File: src/bbu_params.svh
// bbu_params.svh: constants of the branch and bit instruction unit
// assumes the flow unit and the flag alu include it by bare name
// Notes on behaviour
// [RL1] pointer jump loads pc from the z pair in two cycles
// [RL2] extended pointer jump loads pc from segment joined above z, two cycles
// [RL3] pointer call pushes return address, loads pc from z, four cycles
// [RL4] extended pointer call pushes return address, pc from segment and z
// [RL5] compare-skip skips next when registers equal; 1, 2 or 3 cycles
// [RL6] compare immediate sets z n v c h from rd minus k, no write
// [RL7] skip when register bit clear; 1, 2 or 3 cycles
// [RL8] skip when register bit set; 1, 2 or 3 cycles
// [RL9] skip when i/o bit reads zero; 1, 2 or 3 cycles
// [RL10] skip when i/o bit reads one; 1, 2 or 3 cycles
// [RL11] flag branch taken: pc plus offset plus one in two cycles, else one
// [RL12] signed branches use n xor v as their condition
// [RL13] unsigned branches behave as carry clear and carry set branches
// [RL14] interrupt branches test the global enable flag, one or zero
// [RL15] i/o bit set or clear writes that bit only, two cycles, no flags; here the whole read byte is written back
// [RL16] left shift inserts zero at bit 0, updates z c n v, one cycle
// [RL17] rotate left takes old carry into bit 0, bit 7 into carry
// [RL18] rotate right takes old carry into bit 7, bit 0 into carry
// [RL19] bit store copies selected register bit into transfer flag
// [RL20] bit load copies transfer flag into register bit, flags unchanged
// [RL21] returns pop pc from stack; interrupt return also sets enable flag
// [RL22] relative jump adds offset plus one; absolute jump uses second word
`ifndef BBU_PARAMS_SVH
`define BBU_PARAMS_SVH
`define PC_RST 22'h000000
`define SR_RST 8'h00
`define SR_C 0
`define SR_Z 1
`define SR_N 2
`define SR_V 3
`define SR_S 4
`define SR_H 5
`define SR_T 6
`define SR_I 7
`define FLD_BIT 2:0
`define FLD_DST 8:4
`define FLD_IOA 7:3
`define FLD_BROFF 9:3
`define FLD_RJOFF 11:0
`define CYC_ONE 3'h1
`define CYC_PTR_JUMP 3'h2
`define CYC_REL_JUMP 3'h2
`define CYC_ABS_JUMP 3'h3
`define CYC_PTR_CALL 3'h4
`define CYC_RETURN 3'h5
`define CYC_BR_TAKEN 3'h2
`define CYC_IO_BIT 3'h2
`define CYC_SKIP_ONE 3'h2
`define CYC_SKIP_TWO 3'h3
`define OPC_PTR_JUMP 16'h9409
`define OPC_XPTR_JUMP 16'h9419
`define OPC_PTR_CALL 16'h9509
`define OPC_XPTR_CALL 16'h9519
`define OPC_SUB_RETURN 16'h9508
`define OPC_IRQ_RETURN 16'h9518
`define OPC_REL_JUMP 16'b1100_????_????_????
`define OPC_ABS_JUMP 16'b1001_010?_????_110?
`define OPC_CMP_SKIP 16'b0001_00??_????_????
`define OPC_CMP_IMM 16'b0011_????_????_????
`define OPC_RBIT_CLR 16'b1111_110?_????_0???
`define OPC_RBIT_SET 16'b1111_111?_????_0???
`define OPC_IOBIT_CLR 16'b1001_1001_????_????
`define OPC_IOBIT_SET 16'b1001_1011_????_????
`define OPC_BR_SET 16'b1111_00??_????_????
`define OPC_BR_CLR 16'b1111_01??_????_????
`define OPC_IO_SET 16'b1001_1010_????_????
`define OPC_IO_CLR 16'b1001_1000_????_????
`define OPC_SHL 16'b0000_11??_????_????
`define OPC_ROTL 16'b0001_11??_????_????
`define OPC_ROTR 16'b1001_010?_????_0111
`define OPC_TO_TFLAG 16'b1111_101?_????_0???
`define OPC_FROM_TFLAG 16'b1111_100?_????_0???
`endif

File: src/bbu_pkg.sv
// bbu_pkg: types of the branch and bit instruction unit
// assumes nothing beyond a SystemVerilog compiler
`default_nettype none
package bbu_pkg;
  typedef enum logic [4:0] {
    other_op, pointer_jump_op, extended_pointer_jump_op,
    pointer_call_op, extended_pointer_call_op,
    subroutine_return_op, interrupt_return_op,
    relative_jump_op, absolute_jump_op,
    compare_skip_equal_op, compare_immediate_op,
    skip_reg_bit_clear_op, skip_reg_bit_set_op,
    skip_io_bit_clear_op, skip_io_bit_set_op,
    branch_flag_set_op, branch_flag_clear_op,
    io_bit_set_op, io_bit_clear_op,
    shift_left_op, rotate_left_carry_op, rotate_right_carry_op,
    bit_to_transfer_flag_op, transfer_flag_to_bit_op
  } bbu_op_t;
  typedef enum logic [1:0] {
    alu_sub, alu_shl, alu_rotl, alu_rotr
  } bbu_alu_t;
  typedef enum logic {st_idle, st_exec} bbu_state_t;
endpackage
`default_nettype wire

File: src/bbu_flow_unit.sv
// bbu_flow_unit: program flow and bit manipulation execution
// assumes the fetch unit presents one decoded word with its operands,
// the stack returns popped data before the last cycle of a return
`timescale 1ns/1ps
`default_nettype none
`include "bbu_params.svh"
module bbu_flow_unit (
  input  wire logic        I_CLK,
  input  wire logic        I_RST_N,
  input  wire logic        I_CE,
  input  wire logic        I_INSTR_VALID,
  input  wire logic [15:0] I_INSTR,
  input  wire logic [15:0] I_WORD2,
  input  wire logic        I_NEXT_TWO_WORD,
  input  wire logic [7:0]  I_RD_VAL,
  input  wire logic [7:0]  I_RR_VAL,
  input  wire logic [7:0]  I_IO_VAL,
  input  wire logic [15:0] I_Z,
  input  wire logic [7:0]  I_EXTENDED_INDIRECT_SEGMENT,
  input  wire logic [21:0] I_STACK_DATA,
  output logic             O_BUSY,
  output logic             O_DONE,
  output logic      [21:0] O_PC,
  output logic      [7:0]  O_STATUS_FLAGS,
  output logic             O_RES_WE,
  output logic      [4:0]  O_RES_ADDR,
  output logic      [7:0]  O_RES_DATA,
  output logic             O_IO_WE,
  output logic      [4:0]  O_IO_ADDR,
  output logic      [7:0]  O_IO_WDATA,
  output logic             O_PUSH,
  output logic      [21:0] O_PUSH_DATA,
  output logic             O_POP
);

  bbu_pkg::bbu_op_t    dec_op;
  bbu_pkg::bbu_op_t    op_q;
  bbu_pkg::bbu_state_t st_q;
  bbu_pkg::bbu_alu_t   alu_mode;

  logic        accept;
  logic        fin_now;
  logic        fin_late;
  logic        skip;
  logic        br_flag;
  logic        br_hit;
  logic        busy_q;
  logic        done_q;
  logic [2:0]  cyc;
  logic [2:0]  cnt_q;
  logic [2:0]  bsel;
  logic [21:0] pc_q;
  logic [21:0] pc_inc;
  logic [21:0] tgt;
  logic [21:0] tgt_q;
  logic [21:0] br_off;
  logic [21:0] rj_off;
  logic [7:0]  sflags_q;
  logic [7:0]  alu_flags;
  logic [7:0]  alu_res;
  logic [7:0]  alu_b;
  logic [7:0]  bmask;

  // a new word is taken only while idle and enabled
  assign accept = I_INSTR_VALID & ~busy_q & I_CE;
  assign bsel   = I_INSTR[`FLD_BIT];
  assign bmask  = 8'h01 << bsel;
  assign pc_inc = pc_q + 22'h000001;
  assign br_off = {{15{I_INSTR[9]}}, I_INSTR[`FLD_BROFF]};
  assign rj_off = {{10{I_INSTR[11]}}, I_INSTR[`FLD_RJOFF]};
  assign alu_b  = {I_INSTR[11:8], I_INSTR[3:0]};

  // opcode classification; words of other units fall through as other_op
  always_comb begin
    dec_op = bbu_pkg::other_op;
    casez (I_INSTR)
      `OPC_PTR_JUMP:   dec_op = bbu_pkg::pointer_jump_op;
      `OPC_XPTR_JUMP:  dec_op = bbu_pkg::extended_pointer_jump_op;
      `OPC_PTR_CALL:   dec_op = bbu_pkg::pointer_call_op;
      `OPC_XPTR_CALL:  dec_op = bbu_pkg::extended_pointer_call_op;
      `OPC_SUB_RETURN: dec_op = bbu_pkg::subroutine_return_op;
      `OPC_IRQ_RETURN: dec_op = bbu_pkg::interrupt_return_op;
      `OPC_REL_JUMP:   dec_op = bbu_pkg::relative_jump_op;
      `OPC_ABS_JUMP:   dec_op = bbu_pkg::absolute_jump_op;
      `OPC_CMP_SKIP:   dec_op = bbu_pkg::compare_skip_equal_op;
      `OPC_CMP_IMM:    dec_op = bbu_pkg::compare_immediate_op;
      `OPC_RBIT_CLR:   dec_op = bbu_pkg::skip_reg_bit_clear_op;
      `OPC_RBIT_SET:   dec_op = bbu_pkg::skip_reg_bit_set_op;
      `OPC_IOBIT_CLR:  dec_op = bbu_pkg::skip_io_bit_clear_op;
      `OPC_IOBIT_SET:  dec_op = bbu_pkg::skip_io_bit_set_op;
      `OPC_BR_SET:     dec_op = bbu_pkg::branch_flag_set_op;
      `OPC_BR_CLR:     dec_op = bbu_pkg::branch_flag_clear_op;
      `OPC_IO_SET:     dec_op = bbu_pkg::io_bit_set_op;
      `OPC_IO_CLR:     dec_op = bbu_pkg::io_bit_clear_op;
      `OPC_ROTR:       dec_op = bbu_pkg::rotate_right_carry_op;
      `OPC_TO_TFLAG:   dec_op = bbu_pkg::bit_to_transfer_flag_op;
      `OPC_FROM_TFLAG: dec_op = bbu_pkg::transfer_flag_to_bit_op;
      `OPC_SHL: begin
        // only the same-register add is a shift; others belong elsewhere
        if (I_INSTR[8:4] == {I_INSTR[9], I_INSTR[3:0]}) begin
          dec_op = bbu_pkg::shift_left_op;
        end
      end
      `OPC_ROTL: begin
        if (I_INSTR[8:4] == {I_INSTR[9], I_INSTR[3:0]}) begin
          dec_op = bbu_pkg::rotate_left_carry_op;
        end
      end
      default: dec_op = bbu_pkg::other_op;
    endcase
  end

  // branch condition; flag 4 is evaluated as n xor v
  always_comb begin
    if (bsel == 3'(`SR_S)) begin
      br_flag = sflags_q[`SR_N] ^ sflags_q[`SR_V]; // [RL12]
    end else begin
      br_flag = sflags_q[bsel]; // [RL13] [RL14]
    end
    br_hit = br_flag ^ (dec_op == bbu_pkg::branch_flag_clear_op); // [RL11]
  end

  // skip condition of the compare and bit test ops
  always_comb begin
    case (dec_op)
      bbu_pkg::compare_skip_equal_op:
        skip = (I_RD_VAL == I_RR_VAL); // [RL5]
      bbu_pkg::skip_reg_bit_clear_op:
        skip = ~I_RD_VAL[bsel]; // [RL7]
      bbu_pkg::skip_reg_bit_set_op:
        skip = I_RD_VAL[bsel]; // [RL8]
      bbu_pkg::skip_io_bit_clear_op:
        skip = ~I_IO_VAL[bsel]; // [RL9]
      bbu_pkg::skip_io_bit_set_op:
        skip = I_IO_VAL[bsel]; // [RL10]
      default:
        skip = 1'b0;
    endcase
  end

  // cycle count and program counter target per op
  always_comb begin
    cyc = `CYC_ONE;
    tgt = pc_inc;
    case (dec_op)
      bbu_pkg::pointer_jump_op: begin
        cyc = `CYC_PTR_JUMP;
        tgt = {6'h00, I_Z}; // [RL1]
      end
      bbu_pkg::extended_pointer_jump_op: begin
        cyc = `CYC_PTR_JUMP;
        tgt = {I_EXTENDED_INDIRECT_SEGMENT[5:0], I_Z}; // [RL2]
      end
      bbu_pkg::pointer_call_op: begin
        cyc = `CYC_PTR_CALL;
        tgt = {6'h00, I_Z}; // [RL3]
      end
      bbu_pkg::extended_pointer_call_op: begin
        cyc = `CYC_PTR_CALL;
        tgt = {I_EXTENDED_INDIRECT_SEGMENT[5:0], I_Z}; // [RL4]
      end
      bbu_pkg::subroutine_return_op, bbu_pkg::interrupt_return_op: begin
        cyc = `CYC_RETURN; // [RL21]
      end
      bbu_pkg::relative_jump_op: begin
        cyc = `CYC_REL_JUMP;
        tgt = pc_inc + rj_off; // [RL22]
      end
      bbu_pkg::absolute_jump_op: begin
        cyc = `CYC_ABS_JUMP;
        tgt = {I_INSTR[8:4], I_INSTR[0], I_WORD2}; // [RL22]
      end
      bbu_pkg::branch_flag_set_op, bbu_pkg::branch_flag_clear_op: begin
        if (br_hit) begin
          cyc = `CYC_BR_TAKEN;
          tgt = pc_inc + br_off; // [RL11]
        end
      end
      bbu_pkg::io_bit_set_op, bbu_pkg::io_bit_clear_op: begin
        cyc = `CYC_IO_BIT; // [RL15]
      end
      default: begin
        cyc = `CYC_ONE;
      end
    endcase
    // a skipped word costs one cycle per word jumped over
    if (skip) begin
      if (I_NEXT_TWO_WORD) begin
        cyc = `CYC_SKIP_TWO; // [RL5] [RL7] [RL8] [RL9] [RL10]
        tgt = pc_q + 22'h000003;
      end else begin
        cyc = `CYC_SKIP_ONE;
        tgt = pc_q + 22'h000002;
      end
    end
  end

  // alu input selection; only compare, shift and rotate ops commit its flags
  always_comb begin
    case (dec_op)
      bbu_pkg::shift_left_op:         alu_mode = bbu_pkg::alu_shl;
      bbu_pkg::rotate_left_carry_op:  alu_mode = bbu_pkg::alu_rotl;
      bbu_pkg::rotate_right_carry_op: alu_mode = bbu_pkg::alu_rotr;
      default:                        alu_mode = bbu_pkg::alu_sub;
    endcase
  end

  bbu_flag_alu u_alu (
    .i_mode  (alu_mode),
    .i_a     (I_RD_VAL),
    .i_b     (alu_b),
    .i_flags (sflags_q),
    .o_res   (alu_res),
    .o_flags (alu_flags)
  );

  assign fin_now  = accept & (cyc == `CYC_ONE);
  assign fin_late = I_CE & (st_q == bbu_pkg::st_exec) & (cnt_q == 3'h1);

  // sequencer: remaining cycles count down while executing
  always_ff @(posedge I_CLK or negedge I_RST_N) begin
    if (!I_RST_N) begin
      st_q   <= bbu_pkg::st_idle;
      busy_q <= 1'b0;
      cnt_q  <= 3'h0;
      op_q   <= bbu_pkg::other_op;
      tgt_q  <= `PC_RST;
    end else if (I_CE) begin
      if (accept && !fin_now) begin
        st_q   <= bbu_pkg::st_exec;
        busy_q <= 1'b1;
        cnt_q  <= cyc - 3'h1;
        op_q   <= dec_op;
        tgt_q  <= tgt;
      end else if (fin_late) begin
        st_q   <= bbu_pkg::st_idle;
        busy_q <= 1'b0;
        cnt_q  <= 3'h0;
      end else if (st_q == bbu_pkg::st_exec) begin
        cnt_q <= cnt_q - 3'h1;
      end
    end
  end

  // program counter and completion pulse
  always_ff @(posedge I_CLK or negedge I_RST_N) begin
    if (!I_RST_N) begin
      pc_q   <= `PC_RST;
      done_q <= 1'b0;
    end else if (I_CE) begin
      done_q <= fin_now | fin_late;
      if (fin_now) begin
        pc_q <= tgt;
      end else if (fin_late) begin
        if (op_q == bbu_pkg::subroutine_return_op ||
            op_q == bbu_pkg::interrupt_return_op) begin
          pc_q <= I_STACK_DATA; // [RL21]
        end else begin
          pc_q <= tgt_q;
        end
      end
    end
  end

  // status flags; the interrupt return sets enable only as it completes
  always_ff @(posedge I_CLK or negedge I_RST_N) begin
    if (!I_RST_N) begin
      sflags_q <= `SR_RST;
    end else if (I_CE) begin
      if (accept) begin
        case (dec_op)
          bbu_pkg::compare_immediate_op,
          bbu_pkg::shift_left_op,
          bbu_pkg::rotate_left_carry_op,
          bbu_pkg::rotate_right_carry_op:
            sflags_q <= alu_flags; // [RL6] [RL16] [RL17] [RL18]
          bbu_pkg::bit_to_transfer_flag_op:
            sflags_q[`SR_T] <= I_RD_VAL[bsel]; // [RL19]
          default: ;
        endcase
      end else if (fin_late && op_q == bbu_pkg::interrupt_return_op) begin
        sflags_q[`SR_I] <= 1'b1; // [RL21]
      end
    end
  end

  // register result write; compare never writes back
  always_ff @(posedge I_CLK or negedge I_RST_N) begin
    if (!I_RST_N) begin
      O_RES_WE   <= 1'b0;
      O_RES_ADDR <= 5'h00;
      O_RES_DATA <= 8'h00;
    end else if (I_CE) begin
      O_RES_WE <= 1'b0;
      if (accept) begin
        O_RES_ADDR <= I_INSTR[`FLD_DST];
        case (dec_op)
          bbu_pkg::shift_left_op,
          bbu_pkg::rotate_left_carry_op,
          bbu_pkg::rotate_right_carry_op: begin
            O_RES_WE   <= 1'b1; // [RL16] [RL17] [RL18]
            O_RES_DATA <= alu_res;
          end
          bbu_pkg::transfer_flag_to_bit_op: begin
            O_RES_WE   <= 1'b1; // [RL20]
            O_RES_DATA <= sflags_q[`SR_T] ? (I_RD_VAL | bmask)
                                          : (I_RD_VAL & ~bmask);
          end
          default: ;
        endcase
      end
    end
  end

  // i/o bit write; the whole byte is written back with one bit changed,
  // so write-one-to-clear flags in the same register get cleared too
  always_ff @(posedge I_CLK or negedge I_RST_N) begin
    if (!I_RST_N) begin
      O_IO_WE    <= 1'b0;
      O_IO_ADDR  <= 5'h00;
      O_IO_WDATA <= 8'h00;
    end else if (I_CE) begin
      O_IO_WE <= 1'b0;
      if (accept) begin
        O_IO_ADDR <= I_INSTR[`FLD_IOA];
        if (dec_op == bbu_pkg::io_bit_set_op) begin
          O_IO_WE    <= 1'b1;
          O_IO_WDATA <= I_IO_VAL | bmask; // [RL15]
        end else if (dec_op == bbu_pkg::io_bit_clear_op) begin
          O_IO_WE    <= 1'b1;
          O_IO_WDATA <= I_IO_VAL & ~bmask; // [RL15]
        end
      end
    end
  end

  // stack requests, one pulse in the cycle after the op is taken
  always_ff @(posedge I_CLK or negedge I_RST_N) begin
    if (!I_RST_N) begin
      O_PUSH      <= 1'b0;
      O_POP       <= 1'b0;
      O_PUSH_DATA <= `PC_RST;
    end else if (I_CE) begin
      O_PUSH <= accept & (dec_op == bbu_pkg::pointer_call_op ||
                          dec_op == bbu_pkg::extended_pointer_call_op);
      O_POP  <= accept & (dec_op == bbu_pkg::subroutine_return_op ||
                          dec_op == bbu_pkg::interrupt_return_op);
      if (accept) begin
        O_PUSH_DATA <= pc_inc; // [RL3] [RL4]
      end
    end
  end

  assign O_BUSY         = busy_q;
  assign O_DONE         = done_q;
  assign O_PC           = pc_q;
  assign O_STATUS_FLAGS = sflags_q;

  // checks assume the enable stays high through an op
  a_ptr_jump: assert property (@(posedge I_CLK) // [RL1]
    disable iff (!I_RST_N || !I_CE)
    accept && dec_op == bbu_pkg::pointer_jump_op
    |-> ##1 !O_DONE ##1 O_DONE && O_PC == {6'h00, $past(I_Z, 2)})
    else $error("pointer jump target or timing wrong");

  a_xptr_jump: assert property (@(posedge I_CLK) // [RL2]
    disable iff (!I_RST_N || !I_CE)
    accept && dec_op == bbu_pkg::extended_pointer_jump_op
    |-> ##2 O_DONE && O_PC == {$past(I_EXTENDED_INDIRECT_SEGMENT[5:0], 2), $past(I_Z, 2)})
    else $error("extended pointer jump wrong");

  a_ptr_call: assert property (@(posedge I_CLK) // [RL3] [RL4]
    disable iff (!I_RST_N || !I_CE)
    accept && (dec_op == bbu_pkg::pointer_call_op ||
               dec_op == bbu_pkg::extended_pointer_call_op)
    |-> ##1 O_PUSH && O_PUSH_DATA == $past(pc_inc)
    ##1 !O_DONE [*2] ##1 O_DONE && O_PC[15:0] == $past(I_Z, 4))
    else $error("pointer call push or target wrong");

  a_skip_len: assert property (@(posedge I_CLK) // [RL5] [RL7] [RL9]
    disable iff (!I_RST_N || !I_CE)
    accept && skip && I_NEXT_TWO_WORD
    |-> ##3 O_DONE && O_PC == $past(pc_q, 3) + 22'h000003)
    else $error("two word skip wrong");

  a_no_skip: assert property (@(posedge I_CLK) // [RL10]
    disable iff (!I_RST_N || !I_CE)
    accept && dec_op == bbu_pkg::skip_io_bit_set_op && !I_IO_VAL[bsel]
    |=> O_DONE && O_PC == $past(pc_inc))
    else $error("untaken skip wrong");

  a_cmp_flags: assert property (@(posedge I_CLK) // [RL6]
    disable iff (!I_RST_N || !I_CE)
    accept && dec_op == bbu_pkg::compare_immediate_op
    |=> !O_RES_WE && O_DONE &&
        O_STATUS_FLAGS[`SR_Z] == ($past(I_RD_VAL) == $past(alu_b)) &&
        O_STATUS_FLAGS[`SR_C] == ($past(I_RD_VAL) < $past(alu_b)))
    else $error("compare flags wrong");

  a_branch_take: assert property (@(posedge I_CLK) // [RL11] [RL12]
    disable iff (!I_RST_N || !I_CE)
    accept && dec_op == bbu_pkg::branch_flag_clear_op && bsel == 3'h4 &&
    (sflags_q[`SR_N] == sflags_q[`SR_V])
    |-> ##2 O_DONE && O_PC == $past(pc_inc, 2) + $past(br_off, 2))
    else $error("signed branch not taken");

  a_io_bit: assert property (@(posedge I_CLK) // [RL15]
    disable iff (!I_RST_N || !I_CE)
    accept && dec_op == bbu_pkg::io_bit_clear_op
    |=> O_IO_WE && !O_IO_WDATA[$past(bsel)] &&
        ((O_IO_WDATA ^ $past(I_IO_VAL)) == $past(I_IO_VAL & bmask))
    ##1 O_DONE && $stable(O_STATUS_FLAGS))
    else $error("i/o bit clear wrong");

  a_shift_res: assert property (@(posedge I_CLK) // [RL16]
    disable iff (!I_RST_N || !I_CE)
    accept && dec_op == bbu_pkg::shift_left_op
    |=> O_RES_WE && O_RES_DATA == {$past(I_RD_VAL[6:0]), 1'b0} &&
        O_STATUS_FLAGS[`SR_C] == $past(I_RD_VAL[7]))
    else $error("left shift wrong");

  a_irq_return: assert property (@(posedge I_CLK) // [RL21]
    disable iff (!I_RST_N || !I_CE)
    accept && dec_op == bbu_pkg::interrupt_return_op
    |=> O_POP ##4 O_DONE && O_STATUS_FLAGS[`SR_I])
    else $error("interrupt return wrong");

endmodule // bbu_flow_unit
`default_nettype wire

File: src/bbu_flag_alu.sv
// bbu_flag_alu: compare, shift and rotate with status flag update
// assumes the caller selects which ops may commit its flags
`timescale 1ns/1ps
`default_nettype none
`include "bbu_params.svh"
module bbu_flag_alu (
  input  wire bbu_pkg::bbu_alu_t i_mode,
  input  wire logic [7:0]        i_a,
  input  wire logic [7:0]        i_b,
  input  wire logic [7:0]        i_flags,
  output logic      [7:0]        o_res,
  output logic      [7:0]        o_flags
);
  logic [7:0] r;
  logic       n;
  logic       v;
  logic       c;

  // flags not named by an op keep their old value
  always_comb begin
    r = 8'h00;
    c = 1'b0;
    v = 1'b0;
    o_flags = i_flags;
    case (i_mode)
      bbu_pkg::alu_sub: begin
        r = i_a - i_b; // [RL6]
        c = (~i_a[7] & i_b[7]) | (i_b[7] & r[7]) | (r[7] & ~i_a[7]);
        v = (i_a[7] & ~i_b[7] & ~r[7]) | (~i_a[7] & i_b[7] & r[7]);
        o_flags[`SR_H] = (~i_a[3] & i_b[3]) | (i_b[3] & r[3])
                       | (r[3] & ~i_a[3]);
        o_flags[`SR_S] = r[7] ^ v;
      end
      bbu_pkg::alu_shl, bbu_pkg::alu_rotl: begin
        // zero in for a shift, old carry in for a rotate
        r = {i_a[6:0], (i_mode == bbu_pkg::alu_rotl) & i_flags[`SR_C]};
        c = i_a[7]; // [RL16] [RL17]
        v = r[7] ^ c;
      end
      default: begin
        r = {i_flags[`SR_C], i_a[7:1]}; // [RL18]
        c = i_a[0];
        v = r[7] ^ c;
      end
    endcase
    n = r[7];
    o_flags[`SR_C] = c;
    o_flags[`SR_Z] = (r == 8'h00);
    o_flags[`SR_N] = n;
    o_flags[`SR_V] = v;
    o_res = r;
  end
endmodule // bbu_flag_alu
`default_nettype wire

File: config.mk
export PLATFORM = sky130hd
export DESIGN_NAME = bbu_flow_unit
export DESIGN_NICKNAME = d
export VERILOG_FILES = /design/src/bbu_pkg.sv /design/src/bbu_flow_unit.sv /design/src/bbu_flag_alu.sv
export VERILOG_INCLUDE_DIRS = /design/src
export SDC_FILE = /design/constraint.sdc
export NUM_CORES = 1
export LEC_CHECK = 0
export ABC_AREA = 1
export BUFFER_PORTS_ARGS = -buffer_cell sky130_fd_sc_hd__buf_2
export CORE_MARGIN = 2
export CORE_UTILIZATION = 64
export CTS_CLUSTER_DIAMETER = 120
export DETAILED_ROUTE_END_ITERATION = 16
export GPL_ROUTABILITY_DRIVEN = 0
export PLACE_DENSITY = 0.93
export SETUP_SLACK_MARGIN = 0.15
export SYNTH_ARGS = -nofsm -noshare
export SYNTH_HDL_FRONTEND = slang
export SYNTH_HIERARCHICAL = 1
export SYNTH_SLANG_ARGS = --single-unit
File: constraint.sdc
create_clock -name I_CLK -period 6.7 [get_ports I_CLK]
set_input_delay 1.34 -clock I_CLK [delete_from_list [all_inputs] [get_ports I_CLK]]
set_output_delay 1.34 -clock I_CLK [all_outputs]
set_load 0.01 [all_outputs]
==> out/metrics.csv <==
metric,value,unit
outcome,"complete, no violations",
cell-by-cell trace of the critical path,"buf_2, inv_2, nor2_1, nand2_1, nor2_2, nor2_1, nand3_1, nor2_2, nor2_2, nand2_1, nand2_1, inv_1, nand2_1, nand2_1, buf_4, inv_2, a211oi_1, ha_1, nand2_4, nand2_4, inv_4, nor2_1, nand2_1, o211ai_1",
die outline width,140.6,um
flop and latch count out of synthesis,110,
count of input and output buffers,188,
slowest CP cell,nor2_2,
number of antenna violations at the first check in global routing,2,
setup total negative slack,0,ns
Post-Synthesis Cells,1963,
starting utilization of the core area,0.6584,
part of the Yosys area used for sequential elements,0.2304,
core box area,18150,um2
PostCTS Resize Cnt,0,
DRC marker count from the first detailed-route iteration,2086,
static power due to leakage,7.206,nW
wire length of the first global-routing pass,63090,um
final wirelength,40260,um
switching power share of the total,0.5323,
Reg power frac,0.250,
number of global-route vias before repair,12800,
cell area after synthesis,11950,um2
vertical die dimension,140.6,um
maximum number of pins on one net before global-route repair,65,
number of standard-cell rows in the floorplan,49,
worst slew margin relative to its limit,0.2982,
maximum count of clock buffers along a single path,2,
number of setup buffers added after CTS,0,
Num CTS Buffers,9,
fraction of the cycle the final worst path needs,0.7935,
Max-cap violations,0,
Critical Path Sink Type,register,
"commonest cells after routing, fill and taps aside","nand2_1, nor2_1, inv_1",
number of pins exceeding their max-slew limit in the final report,0,
Least-Margin Pin Slew,1.046,ns
power density over cell area,363.7,nW/um2
"commonest non-fill, non-tap cell in the layout",nand2_1,
Power Internal,2.246,mW
VDD IR max,0.0001973,V
unrepaired setup endpoints after global routing,false,
Min-Delay Path Class,reg -> reg,
CP Data Required Time,6.94,ns
number of setup violations in the final report,0,
Die Footprint,19780,um2
number of buffers inserted by hold repair at cts,0,
area delta synth->final,10.51,%
post-route minimum period,5.316,ns
detailed-routing iteration count for the pre-antenna-repair pass,7,
number of distinct library cells after synthesis,52,
"Max FO, Critical Path",46,
fraction of final layout cells sized beyond drive strength 1,0.1345,
category of cells accounting for the largest share of critical-path delay,simple AND/OR/NAND/NOR gates,
clock transition time at the flip-flop clock pins of the worst setup and hold paths,0.07,ns
Final Hold Vio Count,0,
net switching component of the power,2.557,mW
overall routing resource usage,0.3956,
remaining antenna violation count after routing,0,
Overflow after GRT,0,
Final Net Count,2286,
number of buffer and inverter stages on the critical path,6,
Max H-tree Level,3,
kind of start point of the critical path,input pin,
"most used cell, CP",nand2_1,
number of top-level pins,191,
Fmax,188.1,MHz
Combinational Power Share,0.636,
Skew-Pair Late Insertion Delay,0.37,ns
clk_skew,0.01438,ns
clk sink count,110,
worst hold slack,0.4862,ns
Clock Tree Root,clkbuf_16,
crit path kind,in -> reg,
share of async-settable or async-resettable flops after synthesis,1.000,
net count of the mapped netlist,2142,
CTS tree,done,
Avg WL per Cell,17.18,um
number of enable flip-flop cells after synthesis,0,
Post-Syn Area per Cell,6.086,um2
CP peak stage delay,0.51,ns
DRC viols,0,
routed vias,14237,
drt via density,6.076,
most common flop cell mapped by yosys,dfrtp_1,
count of synthesis-stage warnings from yosys,6,
GRT met1 Usage,0.5255,
routing usage on met2,0.6051,
arrival time of the worst setup path,5.56,ns
most used routing layer,met2,
GRT met3 Usage,0.1056,
proportion of power drawn by the clock network,0.113,
detailed placer's ending HPWL,31050,um
==> sequential cells by signal (all words and copies together), names as in the netlist <==
name            count
O_PUSH_DATA        22
O_RES_ADDR          5
O_RES_WE            1
O_RES_DATA          8
O_PC               22
tgt_q              22
O_BUSY              1
O_IO_WE             1
op_q                5
O_STATUS_FLAGS      8
O_IO_ADDR           1
O_POP               1
O_PUSH              1
O_DONE              1
cnt_q               3
O_IO_WDATA          8
==> kinds of logic after synthesis <==
| kind of cell | Yosys count | share of synthesized area |
|---|---|---|
| AO/OA/AOI/OAI | 286 | 0.1307 |
| buffers and inverters | 269 | 0.09352 |
| adder cells (fa/ha/maj) | 72 | 0.07854 |
| multiplexers | 29 | 0.02471 |
| AND/OR/NAND/NOR | 1147 | 0.4055 |
| XOR/XNOR | 50 | 0.03665 |
| flip-flops | 110 | 0.2304 |
==> routing by layer <==
layer	vias up	routed length, um
met1	6375	15210
li1	6633	-
met5	-	0
met3	203	5713
met4	0	2130
met2	1026	17210
==> tightest hold or removal path, stage by stage, from the launching register on <==
cell and delay, ns:
dfrtp_1 0.34, nand2_1 0.06, o21ai_0 0.06
==> per-stage QoR <==
stage | instance area (um2) | total power [mW] | utilization | std cells | setup slack [ns]
global route | 13200 | 5.176 | 0.7276 | 2343 | 0.9869
CTS | 13200 | 4.672 | 0.7273 | 2341 | 1.542
floorplan | 11950 | 3.239 | - | 1963 | 2.560
global placement | 12900 | 4.007 | 0.7111 | 2325 | 1.380
finish | 13200 | 4.803 | 0.7276 | 2343 | 1.384
detailed placement | 12900 | 4.119 | 0.7111 | 2325 | 1.184
==> power by group through the flow <==
stage          Combinational (mW)  Sequential (mW)  Clock, mW
6_report                     3.06             1.20      0.544
5_1_grt                      3.38             1.23      0.570
4_1_cts                      2.94             1.19      0.544
3_5_place_dp                 2.92             1.19          0
3_3_place_gp                 2.82             1.19          0
2_1_floorplan                2.05             1.19          0
==> layout make-up <==
cell class                      count  area, um2
Sequential cell                   110       2753
Multi-Input combinational cell   1584       8087
Inverter                          206      775.7
Fill cell                        1509       4943
Clock inverter                      5      41.29
Antenna cell                        2      5.005
Tap cell                          229      286.5
Timing Repair Buffer              196       1003
Clock buffer                       11      252.7
==> cells in the mapped netlist (all sizes together), types with 24 or more instances <==
cell    count  area share
a21oi      77       0.034
o21ai     152       0.064
nand4      30       0.016
nand2     690        0.22
a31oi      24       0.013
nor2      210       0.071
buf        38       0.021
inv       205       0.065
ha         67       0.070
clkbuf     25      0.0079
xor2       33       0.024
nand3     159       0.069
mux2i      25       0.021
dfrtp     110        0.23
or2        30       0.016
==> final timing paths <==
| check | startpoint | to | slack, ns | cells after the start |
|---|---|---|---|---|
| max | I_INSTR[11] | cnt_q[2]$_DFFE_PN0P_ | 1.38 | 24 |
| min | O_IO_WDATA[7]$_DFFE_PN0P_ | O_IO_WDATA[7]$_DFFE_PN0P_ | 0.49 | 2 |
| max reg2reg | O_PC[0]$_DFFE_PN0P_ | O_PC[21]$_DFFE_PN0P_ | 1.72 | 27 |
| min reg2reg | O_IO_WDATA[7]$_DFFE_PN0P_ | O_IO_WDATA[7]$_DFFE_PN0P_ | 0.49 | 2 |
| max in group asynchronous | I_RST_N | tgt_q[19]$_DFFE_PN0P_ | 4.49 | 2 |
| min in group asynchronous | I_RST_N | O_RES_ADDR[4]$_DFFE_PN0P_ | 1.08 | 1 |
Power figures use the tool's default switching activity.
